[src/cms_pkg.sv]
// Constants, types and decode functions of the clock mode selector
package cms_pkg;

  // ----------------------------------------
  // Register map
  // ----------------------------------------
  localparam logic [7:0] ADDR_CTRL1 = 8'h00;
  localparam logic [7:0] ADDR_CTRL2 = 8'h04;
  localparam logic [7:0] ADDR_STATUS = 8'h08;
  localparam int CTRL1_HGO = 7;
  localparam int CTRL1_RANGE = 6;
  localparam int CTRL1_REFERENCE_SELECT = 5;
  localparam int CTRL1_REQ = 3;
  localparam int CTRL2_MFD = 4;
  localparam int CTRL2_RFD = 0;
  localparam int STAT_MODE = 0;
  localparam int STAT_OSC_STABLE_FLAG = 2;
  localparam int STAT_EXT_REF_OK = 3;
  localparam int STAT_CLOCK_LOSS_FLAG = 4;
  localparam int STAT_LOCK = 5;
  localparam int STAT_AMP = 6;
  localparam int STAT_HGSEL = 7;
  localparam logic [1:0] REQ_RESET = 2'h0;
  localparam logic [2:0] FIELD_RESET = 3'h0;

  // ----------------------------------------
  // Mode codes and output selections
  // ----------------------------------------
  localparam logic [1:0] MODE_SCM = 2'h0;
  localparam logic [1:0] MODE_FEI = 2'h1;
  localparam logic [1:0] MODE_FBE = 2'h2;
  localparam logic [1:0] MODE_FEE = 2'h3;
  localparam logic [1:0] SRC_OFF = 2'h0;
  localparam logic [1:0] SRC_DCO = 2'h1;
  localparam logic [1:0] SRC_EXT = 2'h2;
  localparam logic [1:0] FIX_OFF = 2'h0;
  localparam logic [1:0] FIX_BUS = 2'h1;
  localparam logic [1:0] FIX_EXT_HALF = 2'h2;

  // ----------------------------------------
  // Timing and ratio constants
  // ----------------------------------------
  localparam int SETTLE_CYCLES = 4;
  localparam logic [7:0] INT_REF_DIV = 8'h07;
  localparam logic [7:0] INT_COMP_PERIODS = 8'h08;
  localparam logic [7:0] EXT_COMP_LOW = 8'h02;
  localparam logic [7:0] EXT_COMP_HIGH = 8'h80;
  localparam logic [11:0] FIXED_MIN_RATIO = 12'h004;

  typedef enum logic [2:0] {ST_OFF, ST_SCM, ST_FEI, ST_FBE, ST_FEE} cms_state_t;

  // Multiplier 4..18 from the three-bit field
  function automatic logic [4:0] cms_mult(input logic [2:0] multiplier_field);
    return 5'h04 + {1'b0, multiplier_field, 1'b0};
  endfunction : cms_mult

  // Prescale 64 in low range, 1 in high range
  function automatic logic [6:0] cms_prescale(input logic range);
    return range ? 7'h01 : 7'h40;
  endfunction : cms_prescale

  function automatic logic [1:0] cms_code(input cms_state_t st);
    unique case (st)
      ST_FEI: return MODE_FEI;
      ST_FBE: return MODE_FBE;
      ST_FEE: return MODE_FEE;
      ST_OFF, ST_SCM: return MODE_SCM;
    endcase
  endfunction : cms_code

endpackage : cms_pkg

[src/cms_route_if.sv]
// Bundle between the mode machine and the clock routing logic
interface cms_route_if;
  import cms_pkg::*;
  cms_state_t state;
  logic halfRate;
  logic fllLock;
  logic range;
  logic [2:0] multiplier_field;
  logic [2:0] reduction_field;
  logic [1:0] genSource;
  logic [3:0] genDivShift;
  logic [1:0] fixedSel;
  logic [7:0] compPeriods;
  logic [7:0] refDivide;
  modport ctrl (output state, halfRate, fllLock, range, multiplier_field, reduction_field,
                input genSource, genDivShift, fixedSel, compPeriods, refDivide);
  modport route (input state, halfRate, fllLock, range, multiplier_field, reduction_field,
                 output genSource, genDivShift, fixedSel, compPeriods, refDivide);
endinterface : cms_route_if

[src/cms_req_settle.sv]
// Delays the requested mode until it has been stable for a number of cycles
module cms_req_settle
  import cms_pkg::*;
#(
  parameter int SETTLE = SETTLE_CYCLES
)(
  input wire logic clock,
  input wire logic rst,
  input wire logic [1:0] reqIn,
  output logic [1:0] reqOut
);

  // Counter is eight bits and needs a non-zero window
  if (SETTLE < 2 || SETTLE > 255)
  begin : g_bad_settle
    $error("cms_req_settle: SETTLE out of range");
  end

  logic [1:0] held_reg;
  logic [7:0] cnt_reg;
  logic [1:0] reqOut_reg;
  wire changed = reqIn != held_reg;
  wire done = cnt_reg == 8'(SETTLE - 1);

  always_ff @(posedge clock or posedge rst)
  begin
    if (rst)
    begin
      held_reg <= REQ_RESET;
      cnt_reg <= 8'h00;
      reqOut_reg <= REQ_RESET;
    end
    else
    begin
      held_reg <= reqIn;
      cnt_reg <= changed ? 8'h00 : (done ? cnt_reg : cnt_reg + 8'h01);
      if (done && !changed)
        reqOut_reg <= held_reg;
    end
  end

  assign reqOut = reqOut_reg;

endmodule : cms_req_settle

[src/cms_clk_route.sv]
// Output clock source, divide and fixed clock selection per mode
module cms_clk_route
  import cms_pkg::*;
(
  input wire logic clock,
  input wire logic rst,
  cms_route_if.route rt
);

  wire [11:0] pTimesN = 12'(cms_prescale(rt.range) * cms_mult(rt.multiplier_field));
  wire [11:0] rFactor = 12'h001 << rt.reduction_field;
  wire ratioOk = pTimesN >= 12'(FIXED_MIN_RATIO * rFactor);
  wire [3:0] shiftR = {1'b0, rt.reduction_field};

  logic [1:0] src_next;
  logic [3:0] div_next;
  logic [1:0] fix_next;
  logic [7:0] comp_next;
  logic [7:0] rdiv_next;

  always_comb
  begin
    src_next = SRC_DCO;
    div_next = shiftR;
    fix_next = FIX_BUS;
    comp_next = INT_COMP_PERIODS;
    rdiv_next = INT_REF_DIV;
    unique case (rt.state)
      ST_OFF:
      begin
        src_next = SRC_OFF;
        fix_next = FIX_OFF;
        comp_next = 8'h00;
        rdiv_next = 8'h00;
      end
      ST_SCM, ST_FEI: fix_next = FIX_OFF;
      ST_FBE:
      begin
        src_next = SRC_EXT;
        comp_next = 8'h00;
        rdiv_next = 8'h00;
      end
      ST_FEE:
      begin
        div_next = rt.halfRate ? shiftR + 4'h1 : shiftR;
        comp_next = rt.range ? EXT_COMP_HIGH : EXT_COMP_LOW;
        rdiv_next = 8'h01;
        fix_next = (ratioOk && rt.fllLock) ? FIX_EXT_HALF : FIX_BUS;
      end
    endcase
  end

  always_ff @(posedge clock or posedge rst)
  begin
    if (rst)
    begin
      rt.genSource <= SRC_OFF;
      rt.genDivShift <= 4'h0;
      rt.fixedSel <= FIX_OFF;
      rt.compPeriods <= 8'h00;
      rt.refDivide <= 8'h00;
    end
    else
    begin
      rt.genSource <= src_next;
      rt.genDivShift <= div_next;
      rt.fixedSel <= fix_next;
      rt.compPeriods <= comp_next;
      rt.refDivide <= rdiv_next;
    end
  end

endmodule : cms_clk_route

[src/cms_clock_mode_select.sv]
// Clock mode selection and status with APB register access
//
// Decided for this implementation: the placing of the registers and register access over APB.

module cms_clock_mode_select
  import cms_pkg::*;
#(
  parameter int SETTLE = SETTLE_CYCLES
)(
  input wire logic clock,
  input wire logic rst,
  input wire logic psel,
  input wire logic penable,
  input wire logic pwrite,
  input wire logic [7:0] paddr,
  input wire logic [31:0] pwdata,
  output logic [31:0] prdata,
  output logic pready,
  output logic pslverr,
  input wire logic oscStable,
  input wire logic refFreqOk,
  input wire logic clockLoss,
  input wire logic fllLock,
  output logic [1:0] genSource,
  output logic [3:0] genDivShift,
  output logic [1:0] fixedSel,
  output logic [7:0] compPeriods,
  output logic [7:0] refDivide,
  output logic oscAmpEnable,
  output logic highGainSel
);

  // ----------------------------------------
  // Parameter check
  // ----------------------------------------
  // Settle stage serves 2 to 255 cycles only
  if (SETTLE < 2 || SETTLE > 255)
  begin : g_bad_settle
    $error("cms_clock_mode_select: SETTLE out of range");
  end

  // ----------------------------------------
  // Bus decode
  // ----------------------------------------
  // No wait states: access completes on its first edge
  wire setup = psel && !penable;
  wire wrStrobe = psel && penable && pwrite;
  wire hitCtrl1 = paddr == ADDR_CTRL1;
  wire hitCtrl2 = paddr == ADDR_CTRL2;
  wire hitStatus = paddr == ADDR_STATUS;
  wire mapped = hitCtrl1 || hitCtrl2 || hitStatus;
  wire wrCtrl1 = wrStrobe && hitCtrl1;
  wire wrCtrl2 = wrStrobe && hitCtrl2;

  // ----------------------------------------
  // Control registers
  // ----------------------------------------
  logic [1:0] modeReq_reg;
  logic range_reg;
  logic reference_select_reg;
  logic hgo_reg;
  logic firstWrDone_reg;
  logic hgoWritten_reg;
  logic [2:0] mfd_reg;
  logic [2:0] rfd_reg;
  logic [31:0] prdata_reg;
  logic pready_reg;
  logic pslverr_reg;
  logic oscAmp_reg;
  logic highGain_reg;

  wire [2:0] mfdWr = pwdata[CTRL2_MFD +: 3];
  wire mfdChange = wrCtrl2 && (mfdWr != mfd_reg);

  always_ff @(posedge clock or posedge rst)
  begin
    if (rst)
    begin
      modeReq_reg <= REQ_RESET;
      range_reg <= 1'b0;
      reference_select_reg <= 1'b0;
      hgo_reg <= 1'b0;
      firstWrDone_reg <= 1'b0;
      hgoWritten_reg <= 1'b0;
      mfd_reg <= FIELD_RESET;
      rfd_reg <= FIELD_RESET;
    end
    else
    begin
      if (wrCtrl1)
      begin
        modeReq_reg <= pwdata[CTRL1_REQ +: 2];
        range_reg <= pwdata[CTRL1_RANGE];
        firstWrDone_reg <= 1'b1;
        if (!firstWrDone_reg)
          reference_select_reg <= pwdata[CTRL1_REFERENCE_SELECT];
        if (!hgoWritten_reg)
        begin
          hgo_reg <= pwdata[CTRL1_HGO];
          hgoWritten_reg <= 1'b1;
        end
      end
      if (wrCtrl2)
      begin
        mfd_reg <= mfdWr;
        rfd_reg <= pwdata[CTRL2_RFD +: 3];
      end
    end
  end

  // ----------------------------------------
  // Request synchroniser
  // ----------------------------------------
  logic [1:0] reqSettled;

  cms_req_settle #(.SETTLE(SETTLE)) u_settle (
    .clock(clock),
    .rst(rst),
    .reqIn(modeReq_reg),
    .reqOut(reqSettled)
  );

  // ----------------------------------------
  // Reference status
  // ----------------------------------------
  wire extRequested = reqSettled[1];
  wire extClockInput = (reqSettled == MODE_FBE) && !reference_select_reg;
  wire extRefOk = extRequested && (extClockInput || refFreqOk);

  // ----------------------------------------
  // Mode state machine
  // ----------------------------------------
  cms_state_t state_reg;
  cms_state_t state_next;
  logic lockedOnce_reg;

  always_comb
  begin
    state_next = ST_SCM;
    unique case (reqSettled)
      MODE_SCM: state_next = ST_SCM;
      MODE_FEI: state_next = oscStable ? ST_FEI : ST_SCM;
      MODE_FBE:
        if (extRefOk)
          state_next = ST_FBE;
        else
          state_next = (state_reg == ST_OFF) ? ST_OFF : ST_SCM;
      MODE_FEE:
        if (clockLoss && extRefOk)
          state_next = ST_FBE;
        else if (!oscStable)
          state_next = ST_SCM;
        else if (!extRefOk)
          state_next = ST_FEI;
        else
          state_next = ST_FEE;
    endcase
  end

  always_ff @(posedge clock or posedge rst)
  begin
    if (rst)
    begin
      state_reg <= ST_OFF;
      lockedOnce_reg <= 1'b0;
    end
    else
    begin
      state_reg <= state_next;
      if (state_reg != ST_FEE || mfdChange)
        lockedOnce_reg <= 1'b0;
      else if (fllLock)
        lockedOnce_reg <= 1'b1;
    end
  end

  wire [1:0] modeActual = cms_code(state_reg);

  // ----------------------------------------
  // Clock routing
  // ----------------------------------------
  cms_route_if rt();

  assign rt.state = state_reg;
  assign rt.halfRate = !lockedOnce_reg;
  assign rt.fllLock = fllLock;
  assign rt.range = range_reg;
  assign rt.multiplier_field = mfd_reg;
  assign rt.reduction_field = rfd_reg;

  cms_clk_route u_route (
    .clock(clock),
    .rst(rst),
    .rt(rt.route)
  );

  assign genSource = rt.genSource;
  assign genDivShift = rt.genDivShift;
  assign fixedSel = rt.fixedSel;
  assign compPeriods = rt.compPeriods;
  assign refDivide = rt.refDivide;

  // ----------------------------------------
  // Oscillator controls and read data
  // ----------------------------------------
  wire ampNext = reference_select_reg && extRequested;
  wire hgNext = hgo_reg && reference_select_reg;
  wire [7:0] ctrl1Read = {hgo_reg, range_reg, reference_select_reg, modeReq_reg, 3'h0};
  wire [7:0] ctrl2Read = {1'b0, mfd_reg, 1'b0, rfd_reg};
  wire [7:0] statRead = {highGain_reg, oscAmp_reg, fllLock, clockLoss, extRefOk, oscStable, modeActual};
  wire [7:0] readSel = hitCtrl1 ? ctrl1Read : (hitCtrl2 ? ctrl2Read : (hitStatus ? statRead : 8'h00));

  always_ff @(posedge clock or posedge rst)
  begin
    if (rst)
    begin
      prdata_reg <= 32'h0000_0000;
      pready_reg <= 1'b0;
      pslverr_reg <= 1'b0;
      oscAmp_reg <= 1'b0;
      highGain_reg <= 1'b0;
    end
    else
    begin
      pready_reg <= 1'b1;
      if (setup)
      begin
        prdata_reg <= pwrite ? 32'h0000_0000 : {24'h00_0000, readSel};
        pslverr_reg <= !mapped;
      end
      oscAmp_reg <= ampNext;
      highGain_reg <= hgNext;
    end
  end

  assign prdata = prdata_reg;
  assign pready = pready_reg;
  assign pslverr = pslverr_reg;
  assign oscAmpEnable = oscAmp_reg;
  assign highGainSel = highGain_reg;
endmodule : cms_clock_mode_select

[config.mk]
export PLATFORM = sky130hd
export DESIGN_NAME = cms_clock_mode_select
export DESIGN_NICKNAME = d
export VERILOG_FILES = /design/src/cms_pkg.sv /design/src/cms_route_if.sv /design/src/cms_req_settle.sv /design/src/cms_clk_route.sv /design/src/cms_clock_mode_select.sv
export SDC_FILE = /design/constraint.sdc
export NUM_CORES = 1
export LEC_CHECK = 0
export BUFFER_PORTS_ARGS = -buffer_cell sky130_fd_sc_hd__buf_2
export CELL_PAD_IN_SITES_DETAIL_PLACEMENT = 1
export CELL_PAD_IN_SITES_GLOBAL_PLACEMENT = 1
export CORE_ASPECT_RATIO = 1.2
export CORE_MARGIN = 4
export CORE_UTILIZATION = 40
export DETAILED_ROUTE_END_ITERATION = 6
export PLACE_DENSITY = 0.91
export SYNTH_ARGS = -nofsm -noshare
export SYNTH_HDL_FRONTEND = slang
export SYNTH_HIERARCHICAL = 1
export SYNTH_SLANG_ARGS = --single-unit
[constraint.sdc]
create_clock -name clock -period 4.31 [get_ports clock]
set_input_delay 0.6465 -clock clock [delete_from_list [all_inputs] [get_ports clock]]
set_output_delay 0.6465 -clock clock [all_outputs]
set_load 0.05 [all_outputs]
# == Word level (Yosys, flattened, before mapping) ==
# Cells that the tools add are included.
# Widths: inputs -> output; s select.
# word_totals
inputBits,49
elab_cells,97
output_inout_bits,60
reg_bits,83
# op_classes
add_sub_neg,3
bitwise_logic,1
n_mul,1
shifts,1
n_lt_le_gt_ge,1
n_eq_ne,14
n_reduce_logical,29
n_mux,25
# ops
op,n
$mux 8,7
$pmux 8 s2,1
$logic_and 1x1->1,13
$ge 12x12->1,1
$mul 7x5->12,1
$pmux 3 s4,1
$shl 1x3->10 const A,1
$mux 3,3
$add 8x1->8 const B,1
$eq 8x2->1 const B,1
$eq 8x3->1 const B,1
$eq 8x4->1 const B,1
$logic_not 8->1,1
$mux 4,2
$pmux 2 s2,2
$pmux 2 s4,1
$mux 7,1
$eq 3x2->1 const B,2
$mux 2,3
$pmux 3 s2,1
$add 3x4->5 const A,1
$add 3x1->4 const B,1
$eq 2x2->1 const B,2
$logic_not 1->1,4
other kinds (16),22

# == Longest topological paths before layout ==
# depth
depth_word,8
ltp_mapped,8
ltp_nobuf,8

# == Modules after synthesis ==
# The synthesis kept the hierarchy.
# by_module_without_submodules
mod,instances,cells_each,area_per_inst_um2,seq_area_each_um2
cms_clock_mode_select,1,142,1539.0,700.7
cms_clk_route,1,84,828.3,300.3
cms_req_settle,1,53,590.6,300.3

# == Worst setup path before layout ==
# OpenSTA, ideal clock, no wires.
# synth_path
kind,in2reg
start,input paddr[3]
end,register hgo_reg
n_path_buf,1
required_time_ns,4.185
setup_time_ns,0.125
setup_slack_ns,2.409
path_stages,4
arrival_time_ns,1.776
cell_sequence,buf_6 > or4_4 > nor3_4 > mux2_2
# synth_via
elab_chain_len,3
# synth_rtl
item,line,source
"start, declared",cms_clock_mode_select.sv:15,"input wire logic [7:0] paddr,"
$logic_not 8->1,cms_clock_mode_select.sv:48,wire hitCtrl1 = paddr == ADDR_CTRL1;
$logic_and 1x1->1,cms_clock_mode_select.sv:52,wire wrCtrl1 = wrStrobe && hitCtrl1;
$reduce_and 2->1 (no source line),--,
"end signal, assigned",cms_clock_mode_select.sv:99,hgo_reg <= pwdata[CTRL1_HGO];
"end, declared",cms_clock_mode_select.sv:61,logic hgo_reg;
# No other way between the ends.
# A chain may end at the register's enable or synchronous reset.

# == Worst setup path in the final report ==
# layout_path
start,register mfd_reg[1]
end,register u_route.rt.fixedSel[1]
# layout_via
elab_chain_len,6
# layout_rtl
item,line,source
"start, declared",cms_clock_mode_select.sv:64,logic [2:0] mfd_reg;
"start signal, assigned",cms_clock_mode_select.sv:105,mfd_reg <= mfdWr;
$add 3x4->5,cms_pkg.sv:54,"return 5'h04 + {1'b0, multiplier_field, 1'b0};"
$mul 7x5->12,cms_clk_route.sv:10,wire [11:0] pTimesN = 12'(cms_prescale(rt.range) * cms_mult(rt.multiplier_field));
$ge 12x12->1,cms_clk_route.sv:12,wire ratioOk = pTimesN >= 12'(FIXED_MIN_RATIO * rFactor);
$logic_and 1x1->1,cms_clk_route.sv:48,fix_next = (ratioOk && rt.fllLock) ? FIX_EXT_HALF : FIX_BUS;
$mux 2,cms_clk_route.sv:48,
$pmux 2 s2,cms_clk_route.sv:28,unique case (rt.state)
named net u_route.fix_next[1],cms_clk_route.sv:17,logic [1:0] fix_next;
"end signal, assigned",cms_clk_route.sv:67,rt.fixedSel <= fix_next;
"end, declared",cms_route_if.sv:18,"output genSource, genDivShift, fixedSel, compPeriods, refDivide);"
# The timed path passes the listed nets, and every way through them passes these cells.

==> results_dict.tcl <==
set metrics [dict create \
    status "finished clean" \
    drtPass1Iterations 4 \
    routed_via_density 5.09 \
    ctsHoldBuffers 0 \
    antenna_found_initial 0 \
    drv_cap 0 \
    synth_warnings 6 \
    path_buf_inv 0 \
    cts_setup_buffers 0 \
    ant_nets 0 \
    slew_violations 0 \
    crit_path_end "u_route/rt.fixedSel[1]" \
    clock_latency_ns 0.31 \
    layout_common_cells "dfrtp_1 (52), buf_2 (50), conb_1 (35)" \
    async_flop_share_pct 100 \
    htreeDepth 2 \
    cts_root_buf "clkbuf_8" \
    path_clk_slew_ns 0.09 \
    seq_power_share_pct 51.1 \
    worst_slew_pin_slew_ns 1.11 \
    globalplace.congestion 0.771 \
    power_w 0.00115 \
    synth_top_cell_by_area "dfrtp_1" \
    worstSetupPathType "register to register" \
    avgSynthCellArea_um2 10.6 \
    rrSetupSlack_ns 2.08 \
    cts_inserted_buffers 5 \
    p_comb_share_pct 24.9 \
    ys.flop_type "dfrtp_1" \
    end_kind "register" \
    yosysSeqAreaShare_pct 44.0 \
    fin_skew_ns 0.00564 \
    finalSetupViolCount 0 \
    cp_top_family "adder cells" \
    synth_edf_count 0 \
    n_antenna_cell 0 \
    nets 391 \
    synthToLayoutAreaGrowth_pct 9.01 \
    start_kind "register" \
    cp_common_cell "ha_1" \
    slowest_stage "dfrtp_1" \
    crit_path_max_fanout 6 \
    grt_max_degree 29 \
    core_um2 7230 \
    dr_total_vias 2132 \
    ys_types 57 \
    rows 34 \
    worst_path_largest_cell_delay_ns 0.46 \
    fin_tns_setup_ns 0 \
    netlist_instances 279 \
    r2r_cells 7 \
    synth_top_area_share_pct 44.0 \
    intPower_w 0.000731 \
    min_path_type "input pin to async pin" \
    period_share_pct 51.8 \
    drive_above_1_share_pct 25.8 \
    critical_path_depth 7 \
    cts.sinks 52 \
    irDropWorstVdd_mv 0.172 \
    grt_pass1_vias 2309 \
    stdcell_area_um2 3220 \
    die_x_um 86.5 \
    portBuffers 50 \
    r2r_start "mfd_reg[1]" \
    p_clk_share_pct 24.0 \
    place_area_um2 3140 \
    die_area_um2 8840 \
    cp.arrival_ns 2.48 \
    final_hold_viol_count 0 \
    cts_resized 0 \
    r2r_end "u_route/rt.fixedSel[1]" \
    p_leak_nw 1.55 \
    final_util_pct 44.6 \
    wl_mm 6.84 \
    synth_area_um2 2960 \
    fmax_mhz 448 \
    powerDensity_nw_per_um2 358 \
    critPathLaunch "mfd_reg[1]" \
    grt_pass1_wl_mm 11.3 \
    min_period_ns 2.23 \
    pin_count 109 \
    synth-seq-cells 52 \
    overflow 0 \
    required_ns 4.55 \
    start_util_pct 40.9 \
    path_cells "ha_1 > nor2b_1 > ha_1 > nand4b_1 > a21o_1 > o31ai_1 > and4_1" \
    tritoncts "built" \
    layout_commonest_cell "dfrtp_1" \
    rsz0062_at_grt "no" \
    relSlewSlack_pct 25.8 \
    synth_area_leaders "dfrtp_1 (44%), buf_4 (9.4%), ha_1 (5.9%)" \
    dr.first_iter.drc_count 86 \
    wire_per_inst_um 16.3 \
    grtUsageTotal_pct 16.1 \
    p_sw_w 0.000423 \
    die_h_um 102 \
    drc 0 \
    dp.final_hpwl_mm 5.47 \
    clockBufferDepth 2 \
    p_sw_share_pct 36.6 \
]
## cells by family after synthesis
family	share of synthesized area (%)
AO/OA/AOI/OAI	10.5
XOR/XNOR	2.67
adder cells (fa/ha/maj)	5.92
buffers and inverters	12.1
flip-flops	44.0
multiplexers	6.05
other	0.381
AND/OR/NAND/NOR	18.4
## metal layers
layer  vias to the layer above  global-route usage, %  part of all wire (%)
met2                        50                   30.7                    56
met4                         0                   4.08                   1.2
met3                         9                   2.90                   4.4
met5                         -                      0                     0
met1                      1079                   18.2                    39
li1                        994                      -                     -
## worst min path at each step
stage	start	endpoint	slack, ns
2_1_floorplan	modeReq_reg[0]	u_settle/held_reg[0]	0.40
5_1_grt	rst	u_route/rt.genDivShift[0]	0.40
4_1_cts	rst	u_route/rt.genDivShift[3]	0.39
3_3_place_gp	modeReq_reg[0]	u_settle/held_reg[0]	0.44
3_5_place_dp	modeReq_reg[0]	u_settle/held_reg[0]	0.45
6_report	rst	u_route/rt.refDivide[0]	0.36
## cell type report
class / count / area, um^2
fill: 844 / 4010
multi-input combinational: 205 / 1420
sequential: 52 / 1300
timing repair buffer: 50 / 250
tap: 90 / 113
clock buffer: 5 / 68.8
inverter: 14 / 52.6
clock inverter: 3 / 18.8
## synthesized netlist by cell type, drive strengths merged, types with 4 or more instances
library cell	count
nand3	8
o21ai	18
nor2	9
a21o	4
buf	39
inv	14
or3	4
nand2	21
and2	4
nand2b	4
xnor2	7
dfrtp	52
a31oi	4
a21oi	10
nor3	7
mux2	15
ha	14
## through the flow
stage          instances  hold slack, ns  setup WS, ns
2_1_floorplan        311           0.403          2.41
3_3_place_gp         411           0.438          2.16
3_5_place_dp         411           0.447          2.11
4_1_cts              419           0.387          2.09
5_1_grt              419           0.402          1.94
6_report             419           0.361          2.08
## power groups by stage
stage                     clock (W)  combinational [W]  sequential, W
final                      0.000277           0.000287       0.000590
after global routing       0.000308           0.000316       0.000598
after CTS                  0.000285           0.000289       0.000589
after detailed placement          0           0.000287       0.000598
after global placement            0           0.000273       0.000593
after floorplan                   0           0.000256       0.000593
Power figures use the tool's default switching activity.
